### src/burst_cmd_defines.svh
`ifndef BURST_CMD_DEFINES_SVH
`define BURST_CMD_DEFINES_SVH

// ****************************************************************
// Widths of the command pins, of the array requests and of the bank counters
// ****************************************************************
`define ADDR_W              11
`define COL_W               8
`define DATA_W              16
`define AUTOCLOSE_BIT       10
`define REMAIN_W            9
`define TIMER_W             8

// ****************************************************************
// Timing, in nanoseconds, and structural defaults
// ****************************************************************
`define CLK_PERIOD_NS       25
`define WRITE_RECOVERY_NS   20
`define ROW_CLOSE_NS        20
`define BURST_LEN_DEFAULT   4
`define FIFO_DEPTH_DEFAULT  8

`endif

### src/burst_cmd_pkg.sv
`include "burst_cmd_defines.svh"

package burst_cmd_pkg;

    // ************************************************************
    // Decoded commands and bank states
    // ************************************************************
    typedef enum logic [3:0] {
        device_unselected,
        no_operation,
        burst_terminate,
        read_cmd,
        read_with_autoclose,
        column_store_cmd,
        store_with_autoclose,
        bank_close,
        bank_close_all,
        row_open,
        refresh_cmd,
        mode_register_load
    } cmd_t;

    typedef enum logic [2:0] {
        st_idle,
        st_row_active,
        st_reading,
        st_reading_autoclose,
        st_storing,
        st_storing_autoclose,
        st_write_recovery,
        st_row_closing
    } bank_state_t;

    // ************************************************************
    // Carriers
    // ************************************************************
    typedef struct packed {
        logic                 cs_n;
        logic                 ras_n;
        logic                 cas_n;
        logic                 we_n;
        logic                 bank_sel;
        logic [`ADDR_W-1:0]   addr;
        logic [`DATA_W-1:0]   dq;
    } pins_t;

    typedef struct packed {
        logic                 is_store;
        logic [`ADDR_W-1:0]   row;
        logic [`COL_W-1:0]    col;
        logic [`DATA_W-1:0]   data;
    } array_req_t;

    typedef struct packed {
        pins_t                pin_s1;
        pins_t                pin_s2;
        bank_state_t          st;
        logic [`ADDR_W-1:0]   row;
        logic [`COL_W-1:0]    col;
        logic [`REMAIN_W-1:0] remain;
        logic [`TIMER_W-1:0]  timer;
        logic                 close_after;
        logic                 autoclose_done;
    } bank_regs_t;

endpackage

### src/burst_cmd_bank.sv
`timescale 1ns/1ps
`default_nettype none
`include "burst_cmd_defines.svh"

// Summary of operation
// - Deselect or no-operation during a read burst lets it finish, then the bank is row active.
// - Burst terminate during a read burst ends it and leaves the row open and active.
// - A read during a read burst drops the old burst and starts a new one at the new column.
// - A precharge of this bank or of all banks during a read burst stops it and closes the row.
// - Deselect or no-operation during a write burst lets it finish, then write recovery follows.
// - Burst terminate during a write burst ends it and leaves the bank row active.
// - A read during a write burst drops the write and starts a read burst at the new column.
// - A write during a write burst drops the old burst and restarts at the new column.
// - A precharge of this bank or of all banks during a write burst stops it and closes the row.
// - A read burst with autoclose runs to its end and the row then closes by itself.
// - In write recovery after a write without autoclose, quiet commands wait out the recovery time, then the bank is row active.

module burst_cmd_bank #(
    parameter int unsigned BURST_LEN  = `BURST_LEN_DEFAULT,
    parameter int unsigned FIFO_DEPTH = `FIFO_DEPTH_DEFAULT,
    parameter logic        BANK_ID    = 1'b0
) (
    input  wire logic                      sys_clk,        // 40 MHz clock
    input  wire logic                      srst,           // Sync reset
    input  wire burst_cmd_pkg::pins_t      pins,           // Command pins
    input  wire logic                      array_ready,    // Array takes req
    output logic                           array_valid,    // Request present
    output burst_cmd_pkg::array_req_t      array_req,      // Array request
    output burst_cmd_pkg::bank_state_t     bank_state,     // Bank state
    output logic [`ADDR_W-1:0]             open_row,       // Row held open
    output logic                           autoclose_done  // Read autoclose pulse
);

    // ************************************************************
    // Cycle counts derived from the timing figures
    // ************************************************************
    localparam int TWR_RAW = (`WRITE_RECOVERY_NS + `CLK_PERIOD_NS - 1)
                             / `CLK_PERIOD_NS;
    localparam int TRP_RAW = (`ROW_CLOSE_NS + `CLK_PERIOD_NS - 1)
                             / `CLK_PERIOD_NS;
    localparam int TWR_CYC = (TWR_RAW < 1) ? 1 : TWR_RAW;
    localparam int TRP_CYC = (TRP_RAW < 1) ? 1 : TRP_RAW;

    localparam int REQ_W = $bits(burst_cmd_pkg::array_req_t);

    burst_cmd_pkg::bank_regs_t s;
    burst_cmd_pkg::bank_regs_t n;
    burst_cmd_pkg::cmd_t       cmd;
    burst_cmd_pkg::array_req_t req;
    logic                      beat;
    logic                      fifo_ready;
    logic                      hit;
    logic                      col_cmd;
    logic                      close_hit;
    logic                      quiet;
    logic [`COL_W-1:0]         column;

    // ************************************************************
    // Helpers
    // ************************************************************
    function automatic burst_cmd_pkg::cmd_t decode(
        input burst_cmd_pkg::pins_t p
    );
        logic ac;
        ac = p.addr[`AUTOCLOSE_BIT];
        if (p.cs_n) begin
            return burst_cmd_pkg::device_unselected;
        end
        unique case ({p.ras_n, p.cas_n, p.we_n})
            3'h7: return burst_cmd_pkg::no_operation;
            3'h6: return burst_cmd_pkg::burst_terminate;
            3'h5: return ac ? burst_cmd_pkg::read_with_autoclose
                            : burst_cmd_pkg::read_cmd;
            3'h4: return ac ? burst_cmd_pkg::store_with_autoclose
                            : burst_cmd_pkg::column_store_cmd;
            3'h3: return burst_cmd_pkg::row_open;
            3'h2: return ac ? burst_cmd_pkg::bank_close_all
                            : burst_cmd_pkg::bank_close;
            3'h1: return burst_cmd_pkg::refresh_cmd;
            3'h0: return burst_cmd_pkg::mode_register_load;
        endcase
    endfunction

    function automatic burst_cmd_pkg::bank_regs_t start_burst(
        input burst_cmd_pkg::bank_regs_t r,
        input burst_cmd_pkg::cmd_t       c,
        input logic [`COL_W-1:0]         col
    );
        burst_cmd_pkg::bank_regs_t o;
        o             = r;
        o.col         = col;
        o.remain      = `REMAIN_W'(BURST_LEN);
        o.close_after = 1'b0;
        unique case (c)
            burst_cmd_pkg::read_cmd:
                o.st = burst_cmd_pkg::st_reading;
            burst_cmd_pkg::read_with_autoclose:
                o.st = burst_cmd_pkg::st_reading_autoclose;
            burst_cmd_pkg::column_store_cmd:
                o.st = burst_cmd_pkg::st_storing;
            default:
                o.st = burst_cmd_pkg::st_storing_autoclose;
        endcase
        return o;
    endfunction

    function automatic burst_cmd_pkg::bank_regs_t begin_close(
        input burst_cmd_pkg::bank_regs_t r
    );
        burst_cmd_pkg::bank_regs_t o;
        o       = r;
        o.st    = burst_cmd_pkg::st_row_closing;
        o.timer = `TIMER_W'(TRP_CYC);
        return o;
    endfunction

    // ************************************************************
    // Command qualification on the synchronised pins
    // ************************************************************
    assign cmd       = decode(s.pin_s2);
    assign hit       = s.pin_s2.bank_sel == BANK_ID;
    assign column    = s.pin_s2.addr[`COL_W-1:0];
    assign col_cmd   = hit && (cmd == burst_cmd_pkg::read_cmd ||
                       cmd == burst_cmd_pkg::read_with_autoclose ||
                       cmd == burst_cmd_pkg::column_store_cmd ||
                       cmd == burst_cmd_pkg::store_with_autoclose);
    assign close_hit = cmd == burst_cmd_pkg::bank_close_all ||
                       (hit && cmd == burst_cmd_pkg::bank_close);
    assign quiet     = cmd == burst_cmd_pkg::device_unselected ||
                       cmd == burst_cmd_pkg::no_operation;

    // ************************************************************
    // Bank state machine
    // ************************************************************
    always_comb begin
        n                = s;
        beat             = 1'b0;
        n.pin_s1         = pins;
        n.pin_s2         = s.pin_s1;
        n.autoclose_done = 1'b0;
        unique case (s.st)
            burst_cmd_pkg::st_idle: begin
                if (hit && cmd == burst_cmd_pkg::row_open) begin
                    n.st  = burst_cmd_pkg::st_row_active;
                    n.row = s.pin_s2.addr;
                end
            end
            burst_cmd_pkg::st_row_active: begin
                if (col_cmd) begin
                    n = start_burst(n, cmd, column);
                end else if (close_hit) begin
                    n = begin_close(n);
                end
            end
            burst_cmd_pkg::st_reading, burst_cmd_pkg::st_storing: begin
                if (cmd == burst_cmd_pkg::burst_terminate) begin
                    n.st = burst_cmd_pkg::st_row_active;
                end else if (col_cmd) begin
                    n = start_burst(n, cmd, column);
                end else if (close_hit) begin
                    n = begin_close(n);
                end else if (fifo_ready) begin
                    beat     = 1'b1;
                    n.col    = s.col + `COL_W'(1);
                    n.remain = s.remain - `REMAIN_W'(1);
                    if (s.remain == `REMAIN_W'(1)) begin
                        if (s.st == burst_cmd_pkg::st_reading) begin
                            n.st = burst_cmd_pkg::st_row_active;
                        end else begin
                            n.st    = burst_cmd_pkg::st_write_recovery;
                            n.timer = `TIMER_W'(TWR_CYC);
                        end
                    end
                end
            end
            burst_cmd_pkg::st_reading_autoclose,
            burst_cmd_pkg::st_storing_autoclose: begin
                if (fifo_ready) begin
                    beat     = 1'b1;
                    n.col    = s.col + `COL_W'(1);
                    n.remain = s.remain - `REMAIN_W'(1);
                    if (s.remain == `REMAIN_W'(1)) begin
                        if (s.st == burst_cmd_pkg::st_reading_autoclose) begin
                            n                = begin_close(n);
                            n.autoclose_done = 1'b1;
                        end else begin
                            n.st          = burst_cmd_pkg::st_write_recovery;
                            n.timer       = `TIMER_W'(TWR_CYC);
                            n.close_after = 1'b1;
                        end
                    end
                end
            end
            burst_cmd_pkg::st_write_recovery: begin
                if (col_cmd && !s.close_after) begin
                    n = start_burst(n, cmd, column);
                end else if (s.timer == `TIMER_W'(1)) begin
                    if (s.close_after) begin
                        n = begin_close(n);
                    end else begin
                        n.st = burst_cmd_pkg::st_row_active;
                    end
                end else begin
                    n.timer = s.timer - `TIMER_W'(1);
                end
            end
            burst_cmd_pkg::st_row_closing: begin
                if (s.timer == `TIMER_W'(1)) begin
                    n.st = burst_cmd_pkg::st_idle;
                end else begin
                    n.timer = s.timer - `TIMER_W'(1);
                end
            end
        endcase
    end

    always_ff @(posedge sys_clk) begin
        if (srst) begin
            s <= '0;
        end else begin
            s <= n;
        end
    end

    // ************************************************************
    // Request queue towards the array
    // ************************************************************
    always_comb begin
        req.is_store = s.st == burst_cmd_pkg::st_storing ||
                       s.st == burst_cmd_pkg::st_storing_autoclose;
        req.row      = s.row;
        req.col      = s.col;
        req.data     = s.pin_s2.dq;
    end

    burst_fifo #(
        .WIDTH (REQ_W),
        .DEPTH (FIFO_DEPTH)
    ) u_fifo (
        .sys_clk   (sys_clk),
        .srst      (srst),
        .in_valid  (beat),
        .in_ready  (fifo_ready),
        .in_data   (req),
        .out_valid (array_valid),
        .out_ready (array_ready),
        .out_data  (array_req)
    );

    assign bank_state     = s.st;
    assign open_row       = s.row;
    assign autoclose_done = s.autoclose_done;
endmodule

`default_nettype wire

### src/burst_fifo.sv
`timescale 1ns/1ps
`default_nettype none

module burst_fifo #(
    parameter int unsigned WIDTH = 32,
    parameter int unsigned DEPTH = 8
) (
    input  wire logic             sys_clk,   // System clock
    input  wire logic             srst,      // Synchronous reset
    input  wire logic             in_valid,  // Entry offered
    output logic                  in_ready,  // Room for an entry
    input  wire logic [WIDTH-1:0] in_data,   // Entry
    output logic                  out_valid, // Head entry present
    input  wire logic             out_ready, // Sink takes head
    output logic [WIDTH-1:0]      out_data   // Head entry
);

    localparam int unsigned CNT_W = $clog2(DEPTH + 1);

    typedef struct packed {
        logic [DEPTH-1:0][WIDTH-1:0] mem;
        logic [CNT_W-1:0]            count;
        logic                        valid;
    } fifo_state_t;

    fifo_state_t s;
    fifo_state_t n;
    logic        pop;
    logic        push;

    // ************************************************************
    // Shift-register queue; the head always sits in entry zero
    // ************************************************************
    assign in_ready  = s.count != CNT_W'(DEPTH);
    assign out_valid = s.valid;
    assign out_data  = s.mem[0];

    always_comb begin
        n    = s;
        pop  = s.valid && out_ready;
        push = in_valid && in_ready;
        if (pop) begin
            for (int i = 0; i < DEPTH - 1; i++) begin
                n.mem[i] = s.mem[i+1];
            end
            n.count = s.count - CNT_W'(1);
        end
        if (push) begin
            n.mem[n.count] = in_data;
            n.count        = n.count + CNT_W'(1);
        end
        n.valid = n.count != '0;
    end

    always_ff @(posedge sys_clk) begin
        if (srst) begin
            s <= '0;
        end else begin
            s <= n;
        end
    end

endmodule

`default_nettype wire

### config.mk
export PLATFORM = sky130hd
export DESIGN_NAME = burst_cmd_bank
export DESIGN_NICKNAME = d
export VERILOG_FILES = /design/src/burst_cmd_pkg.sv /design/src/burst_cmd_bank.sv /design/src/burst_fifo.sv
export VERILOG_INCLUDE_DIRS = /design/src
export SDC_FILE = /design/constraint.sdc
export NUM_CORES = 1
export LEC_CHECK = 0
export BUFFER_PORTS_ARGS = -buffer_cell sky130_fd_sc_hd__buf_4
export CAP_MARGIN = 0
export CORE_MARGIN = 4
export CORE_UTILIZATION = 56
export DETAILED_ROUTE_END_ITERATION = 10
export PLACE_DENSITY = 0.73
export SLEW_MARGIN = 20
export SYNTH_ARGS = -nofsm -noshare
export SYNTH_HDL_FRONTEND = slang
export SYNTH_HIERARCHICAL = 1
export SYNTH_SLANG_ARGS = --single-unit
### constraint.sdc
create_clock -name sys_clk -period 2.8 [get_ports sys_clk]
set_input_delay 0.42 -clock sys_clk [delete_from_list [all_inputs] [get_ports sys_clk]]
set_output_delay 0.42 -clock sys_clk [all_outputs]
set_load 0.005 [all_outputs]
==> run summary, run 1 <==
CP cell instances -> or3b_2, or3_1, a31oi_2, nor2_1, o211a_1, buf_4, o2111ai_4, clkbuf_16, mux2i_1
Critical Path Sink -> u_fifo/s[201]
fraction of layout cells with a size suffix above 1 -> 0.1054
core area -> 0.03188 mm^2
crit-path max FO -> 8
critical path required time -> 3.25 ns
worst setup margin -> 0.1267 ns
Seq/Total Area, Yosys -> 0.4368
CTS tree -> yes
HP Class -> in -> reg
first-pass iteration count of the detailed router -> 6
Ys Warns -> 6
Crit. path cell count -> 9
asr flop ratio synth -> 0
Die W -> 188.5 um
final wirelength -> 40090 um
DP Wirelength -> 25450 um
met2 Usage GRT -> 0.3254
drt drc -> 0
Wirelength per Cell -> 15.60 um
placed cells -> 2496
Final Skew -> 0.01361 ns
Routability Congestion -> 0.8541
kind of critical path -> reg -> reg
number of enable flip-flop cells after synthesis -> 0
Avg Cell Area, Syn -> 8.544 um^2
Via-to-Cell Ratio -> 5.465
final instance area -> 0.02034 mm^2
pwr dens -> 764.7 mW/mm^2
non-filler instance count after layout -> 2570
post-synth cell types -> 78
max-slew violation count -> 0
number of global-route vias before repair -> 13220
clk sinks -> 398
Critical path origin -> s[69]
Ports -> 87
global-route wire length before repair -> 66510 um
I/O Buffers -> 86
CP bufs+invs -> 2
CTS clk-pin slew, worst paths -> 0.06 ns
Tcrit/Tclk final -> 0.9547
FF+latch count, synth -> 398
nets@finish -> 2154
post-synth net total -> 2178
R2R Path End -> u_fifo/s[201]
Die Ht -> 188.5 um
Lkg Pwr -> 9.450 nW
pre-CTS setup slack -> 0.003281 ns
Setup-failing EPs final -> 0
H-tree depth -> 2
worst-path cell with the longest stage delay -> or3b_2
layout filler cell count -> 2758
reg-to-reg startpoint -> s[69]
Rel. slew slack -> 0.4632
cts hold-fix bufs -> 0
Tot GR Track Use -> 0.2157
Worst EP arrival -> 3.12 ns
standard-cell rows -> 65
Slowest Stage Delay on Critical Path -> 0.51 ns
outcome -> complete, no violations
Final Hold Viols -> 0
ranking of synthesized cells by area -> dfxtp_1, mux2i_1, nor2_1
maximum clock rate -> 374.1 MHz
Final Util -> 0.6379
Vias -> 14050
Total Power -> 15.55 mW
Reg2Reg Depth -> 9
Layout area overhead -> 11.49%
initial antenna violation count -> 0
most area-hungry cell type in the Yosys netlist -> dfxtp_1
synthesized cell area -> 0.01824 mm^2
RSZ-0062 raised after global routing -> false
delay-heaviest family, CP -> simple AND/OR/NAND/NOR gates
setup TNS -> 0 ns
CP endpoint kind -> register
MaxCap Viol Count -> 0
r2r setup slk -> 0.13 ns
diode count -> 0
GRT met1 Usage -> 0.3288
worst slew pin tran -> 0.8028 ns
Initial Util -> 0.5722
largest net degree at the start of global routing -> 253
Worst-Skew Late Latency -> 0.53 ns
Root Driver -> clkbuf_16
die area -> 0.03552 mm^2
worst vdd ir -> 0.5364 mV
Primary FF master, synth -> dfxtp_1
Area after DPL -> 0.01892 mm^2
Max clock buf depth -> 3
top cell type's share of synthesized area -> 0.4368
Routed Antenna Nets -> 0
CP Launch Type -> register
WHS -> 0.1064 ns
final worst path period need -> 2.673 ns
Num CTS Buffers -> 41
gr ovfl total -> 0
cells after synthesis -> 2135
number of DRC markers in iteration 0 -> 1254
Most Used Layer, Global Route -> met1
met3 Use GR -> 0.02779
worst min-delay path by stage:
stage                     startpoint        end  cells after the start
after floorplan                s[89]  column[0]                      1
after global placement         s[77]     req[4]                      1
after detailed placement       s[76]     req[3]                      1
after CTS                   pins[18]      s[91]                      2
after global routing         pins[1]      s[74]                      2
final                       pins[18]      s[91]                      2
layer usage:
layer | routed length (um) | up-vias | share of wire
li1 | - | 7090 | -
met1 | 19920 | 6552 | 0.50
met2 | 17530 | 346 | 0.44
met3 | 1932 | 57 | 0.048
met4 | 713 | 0 | 0.018
met5 | 0 | - | 0
cells in the mapped netlist (3+ instances only):
cell,n
a211oi_1,5
a21boi_0,5
a21oi_1,59
a221oi_1,3
a22oi_1,6
a311oi_1,4
a31oi_1,7
and2_1,5
and3_1,4
buf_1,5
buf_2,40
buf_4,67
buf_6,7
buf_8,3
clkbuf_1,83
dfxtp_1,398
ha_1,8
inv_1,16
mux2i_1,263
nand2_1,97
nand2b_1,39
nand3_1,12
nand3b_1,3
nand4_1,3
nor2_1,550
nor2b_1,72
nor3_1,15
o2111ai_1,3
o211a_1,3
o211ai_1,4
o21ai_0,22
o31ai_1,4
or3_1,256
xnor2_1,3
registers in the layout, summed over array words and instances (netlist names):
signal	cells
autoclose_done	1
bank_state	3
column	8
open_row	11
req	24
s	58
u_fifo/out_data	36
u_fifo/out_valid	1
u_fifo/s	256
cell usage in the layout (no fill, tap or decap), drive strengths merged, types with 39 or more instances in the layout:
cell type	synthesis	layout
nor2	550	550
dfxtp	398	398
mux2i	263	263
or3	256	256
buf	122	135
nand2	98	98
nor2b	72	72
a21oi	59	59
clkbuf	83	57
nand2b	39	39
repair_timing:
item | 4_1_cts | 5_1_grt
endpoints found under the setup margin | 5 | 63
buffers inserted | 0 | 2
endpoints found under the hold margin | 0 | 0
pin swaps | 0 | 0
resized for setup | 2 | 1
gates cloned | 0 | 4
final cells by class:
class	count	area (um^2)	share of cell area
multi-input cells	1516	9169	0.4508
inverters	16	60.06	0.002953
repair buffers	138	1320	0.06491
flip-flops and latches	398	7969	0.3918
well taps	435	544.3	0.02676
clock inverters	13	180.2	0.008859
clock buffers	54	1095	0.05383
power by group:
part	internal (mW)	leakage, nW	switching (mW)
clock	3.11	0.614	2.14
sequential	6.54	3.26	0.473
combinational	1.49	5.58	1.79
total	11.1	9.45	4.40
kinds of logic after synthesis:
group,synth area share
AND/OR/NAND/NOR,0.2839
flip-flops,0.4368
multiplexers,0.1456
buffers and inverters,0.06674
AO/OA/AOI/OAI,0.05913
adder cells (fa/ha/maj),0.005488
XOR/XNOR,0.002401
(Power assumes the default switching activity.)
==> run 2: changes to the inputs <==
==> constraint.sdc (replaced) <==
create_clock -name sys_clk -period 2.2 [get_ports sys_clk]
set_input_delay 0.33 -clock sys_clk [delete_from_list [all_inputs] [get_ports sys_clk]]
set_output_delay 0.33 -clock sys_clk [all_outputs]
set_load 0.005 [all_outputs]
==> run 2 against run 1 <==
- the flow now finishes with violations (setup timing)
- highest routed layer unchanged
- combinational power grew 35%
- flip-flop and latch count is the same
- largest power group unchanged
- clock power is 39% higher
- fmax increased by 16%
- critical path depth did not move
- total power rose by 33%
- sequential power rose by 27%
- register-to-register slack got worse by 0.23 ns
==> run summary, run 2 (synthesis results as in run 1) <==
Via-to-Cell Ratio -> 5.402 (was 5.465)
clk sinks -> 398 (unchanged)
R2R Path End -> u_fifo/out_data[9] (was u_fifo/s[201])
clock network fraction of total power -> 0.354 (was 0.338)
placed cells -> 2556 (was 2496)
maximum clock rate -> 435.0 MHz (was 374.1 MHz)
Hold Crit Depth -> 2 (unchanged)
number of global-route vias before repair -> 13490 (was 13220)
diode count -> 0 (unchanged)
Lkg Pwr -> 9.965 nW (was 9.450 nW)
CTS clk-pin slew, worst paths -> 0.06 ns (about the same)
reg-to-reg startpoint -> s[71] (was s[69])
critical path required time -> 2.65 ns (was 3.25 ns)
Num CTS Buffers -> 42 (was 41)
most common cell after layout, fill and taps aside -> nor2_1 (unchanged)
commonest cells after routing, fill and taps aside -> nor2_1, dfxtp_1, mux2i_1, or3_1, buf_4 (unchanged)
initial antenna violation count -> 0 (unchanged)
worst setup margin -> -0.09883 ns (was 0.1267 ns)
gr ovfl total -> 0 (unchanged)
nets@finish -> 2223 (was 2154)
HP Class -> in -> reg (unchanged)
met2 Usage GRT -> 0.3276 (was 0.3254)
Root Driver -> clkbuf_16 (unchanged)
CP bufs+invs -> 2 (unchanged)
Setup-failing EPs final -> 145 (was 0)
Routed Antenna Nets -> 0 (unchanged)
core area -> 0.03188 mm^2 (unchanged)
Top reg by flops -> u_fifo/s (unchanged)
Final Hold Viols -> 0 (unchanged)
fraction of layout cells with a size suffix above 1 -> 0.1525 (was 0.1054)
CP Launch Type -> register (unchanged)
MaxCap Viol Count -> 0 (unchanged)
drt drc -> 0 (unchanged)
Most Used Layer, Global Route -> met2 (was met1)
Initial Util -> 0.5722 (unchanged)
Wirelength per Cell -> 15.74 um (was 15.60 um)
Combinational Power Share -> 0.214 (was 0.211)
Vias -> 14290 (was 14050)
Worst-Skew Late Latency -> 0.53 ns (about the same)
Slowest Stage Delay on Critical Path -> 0.41 ns (was 0.51 ns)
outcome -> complete, but fails checks (was complete, no violations)
max-slew violation count -> 0 (unchanged)
final wirelength -> 41640 um (was 40090 um)
Ports -> 87 (unchanged)
Layout area overhead -> 17.15% (was 11.49%)
global-route wire length before repair -> 67270 um (was 66510 um)
worst vdd ir -> 0.5267 mV (was 0.5364 mV)
Pint -> 14.85 mW (was 11.15 mW)
largest net degree at the start of global routing -> 151 (was 253)
CP cell instances -> or3b_4, or3_4, a31oi_4, nor2_4, nor4b_4, buf_12, o21ai_4, clkbuf_16, mux2i_1 (was or3b_2, or3_1, a31oi_2, nor2_1, o211a_1, buf_4, o2111ai_4, clkbuf_16, mux2i_1)
failing checks -> setup timing
standard-cell rows -> 65 (unchanged)
sw frac -> 0.2814 (was 0.2832)
number of DRC markers in iteration 0 -> 1185 (was 1254)
non-filler instance count after layout -> 2645 (was 2570)
H-tree depth -> 2 (unchanged)
I/O Buffers -> 86 (unchanged)
final worst path period need -> 2.299 ns (was 2.673 ns)
max reg flops -> 256 (unchanged)
die area -> 0.03552 mm^2 (unchanged)
worst hold endpoint -> s[103] (was s[91])
CTS tree -> yes (unchanged)
crit-path max FO -> 9 (was 8)
met3 Use GR -> 0.03242 (was 0.02779)
DP Wirelength -> 26680 um (was 25450 um)
Die W -> 188.5 um (unchanged)
Final Skew -> 0.01171 ns (was 0.01361 ns)
Worst EP arrival -> 2.75 ns (was 3.12 ns)
Rel. slew slack -> 0.4910 (was 0.4632)
Max clock buf depth -> 3 (unchanged)
CP endpoint kind -> register (unchanged)
Reg2Reg Depth -> 9 (unchanged)
GRT met1 Usage -> 0.3248 (was 0.3288)
worst-path cell with the longest stage delay -> or3b_4 (was or3b_2)
Routability Congestion -> 0.8444 (was 0.8541)
sequential cell fraction of total power -> 0.432 (was 0.451)
first-pass iteration count of the detailed router -> 6 (unchanged)
kind of critical path -> reg -> reg (unchanged)
delay-heaviest family, CP -> simple AND/OR/NAND/NOR gates (unchanged)
Tcrit/Tclk final -> 1.045 (was 0.9547)
pre-CTS setup slack -> -0.1858 ns (was 0.003281 ns)
hold_sp -> pins[30] (was pins[18])
worst slew pin tran -> 0.7636 ns (was 0.8028 ns)
pwr dens -> 967.0 mW/mm^2 (was 764.7 mW/mm^2)
layout filler cell count -> 2546 (was 2758)
net switching power of the design -> 5.816 mW (was 4.404 mW)
Tot GR Track Use -> 0.2172 (was 0.2157)
Die Ht -> 188.5 um (unchanged)
r2r setup slk -> -0.1 ns (was 0.13 ns)
RSZ-0062 raised after global routing -> true (was false)
[run 2: timing repair]
item                                    in CTS  in global routing
endpoints found under the setup margin     163                304
hold buffers                                 2                  0
cloned                                       2                  8
pin swaps                                    3                 11
buffers inserted                             3                  1
endpoints found under the hold margin        2                  0
resized for setup                            7                 38
[run 2: final cells by class]
class | count | area [um^2] | share of cell area
tap | 435 | 544.3 | 0.02547
sequential | 398 | 7971 | 0.3730
inverter | 16 | 60.06 | 0.002810
multi-input combinational | 1516 | 9335 | 0.4369
timing repair buffer | 206 | 2017 | 0.09438
clock inverter | 17 | 222.7 | 0.01042
clock buffer | 57 | 1219 | 0.05703
[run 2: power groups by stage]
stage / Clock (mW) / Sequential [mW] / Combinational (mW)
3_3_place_gp: 0 / 9.02 / 4.13
3_5_place_dp: 0 / 9.06 / 4.30
2_1_floorplan: 0 / 8.89 / 3.33
5_1_grt: 7.77 / 9.04 / 5.03
6_report: 7.32 / 8.93 / 4.42
4_1_cts: 7.44 / 8.91 / 4.34
[run 2: metal layers]
layer	wire length, um	share of wire
met4	1053	0.025
met5	0	0
met1	20260	0.49
met2	18380	0.44
met3	1949	0.047
[run 2: how the worst max path moves through the flow]
| stage | to | slack, ns | depth (start not counted) | start |
|---|---|---|---|---|
| 5_1_grt | u_fifo/s[184] | -0.16 | 10 | s[71] |
| 6_report | u_fifo/out_data[9] | -0.1 | 9 | s[71] |
| 3_3_place_gp | u_fifo/out_data[14] | -0.12 | 10 | u_fifo/s[2] |
| 4_1_cts | u_fifo/out_data[8] | -0.06 | 9 | s[71] |
| 2_1_floorplan | u_fifo/s[46] | -0.11 | 10 | s[70] |
| 3_5_place_dp | u_fifo/out_data[12] | -0.19 | 10 | u_fifo/s[1] |
[run 2: metrics by stage]
stage | cell area [um^2] | setup TNS, ns | hold slack, ns | power [mW] | utilization
after floorplan | 18490 | -20.22 | 0.4137 | 12.22 | -
after global placement | 19470 | -12.26 | 0.4181 | 13.14 | 0.6107
after detailed placement | 19470 | -20.71 | 0.4204 | 13.36 | 0.6107
after CTS | 21050 | -1.557 | 0.003254 | 20.69 | 0.6603
after global routing | 21370 | -19.14 | 0.004473 | 21.84 | 0.6703
final | 21370 | -5.378 | 0.009973 | 20.66 | 0.6703
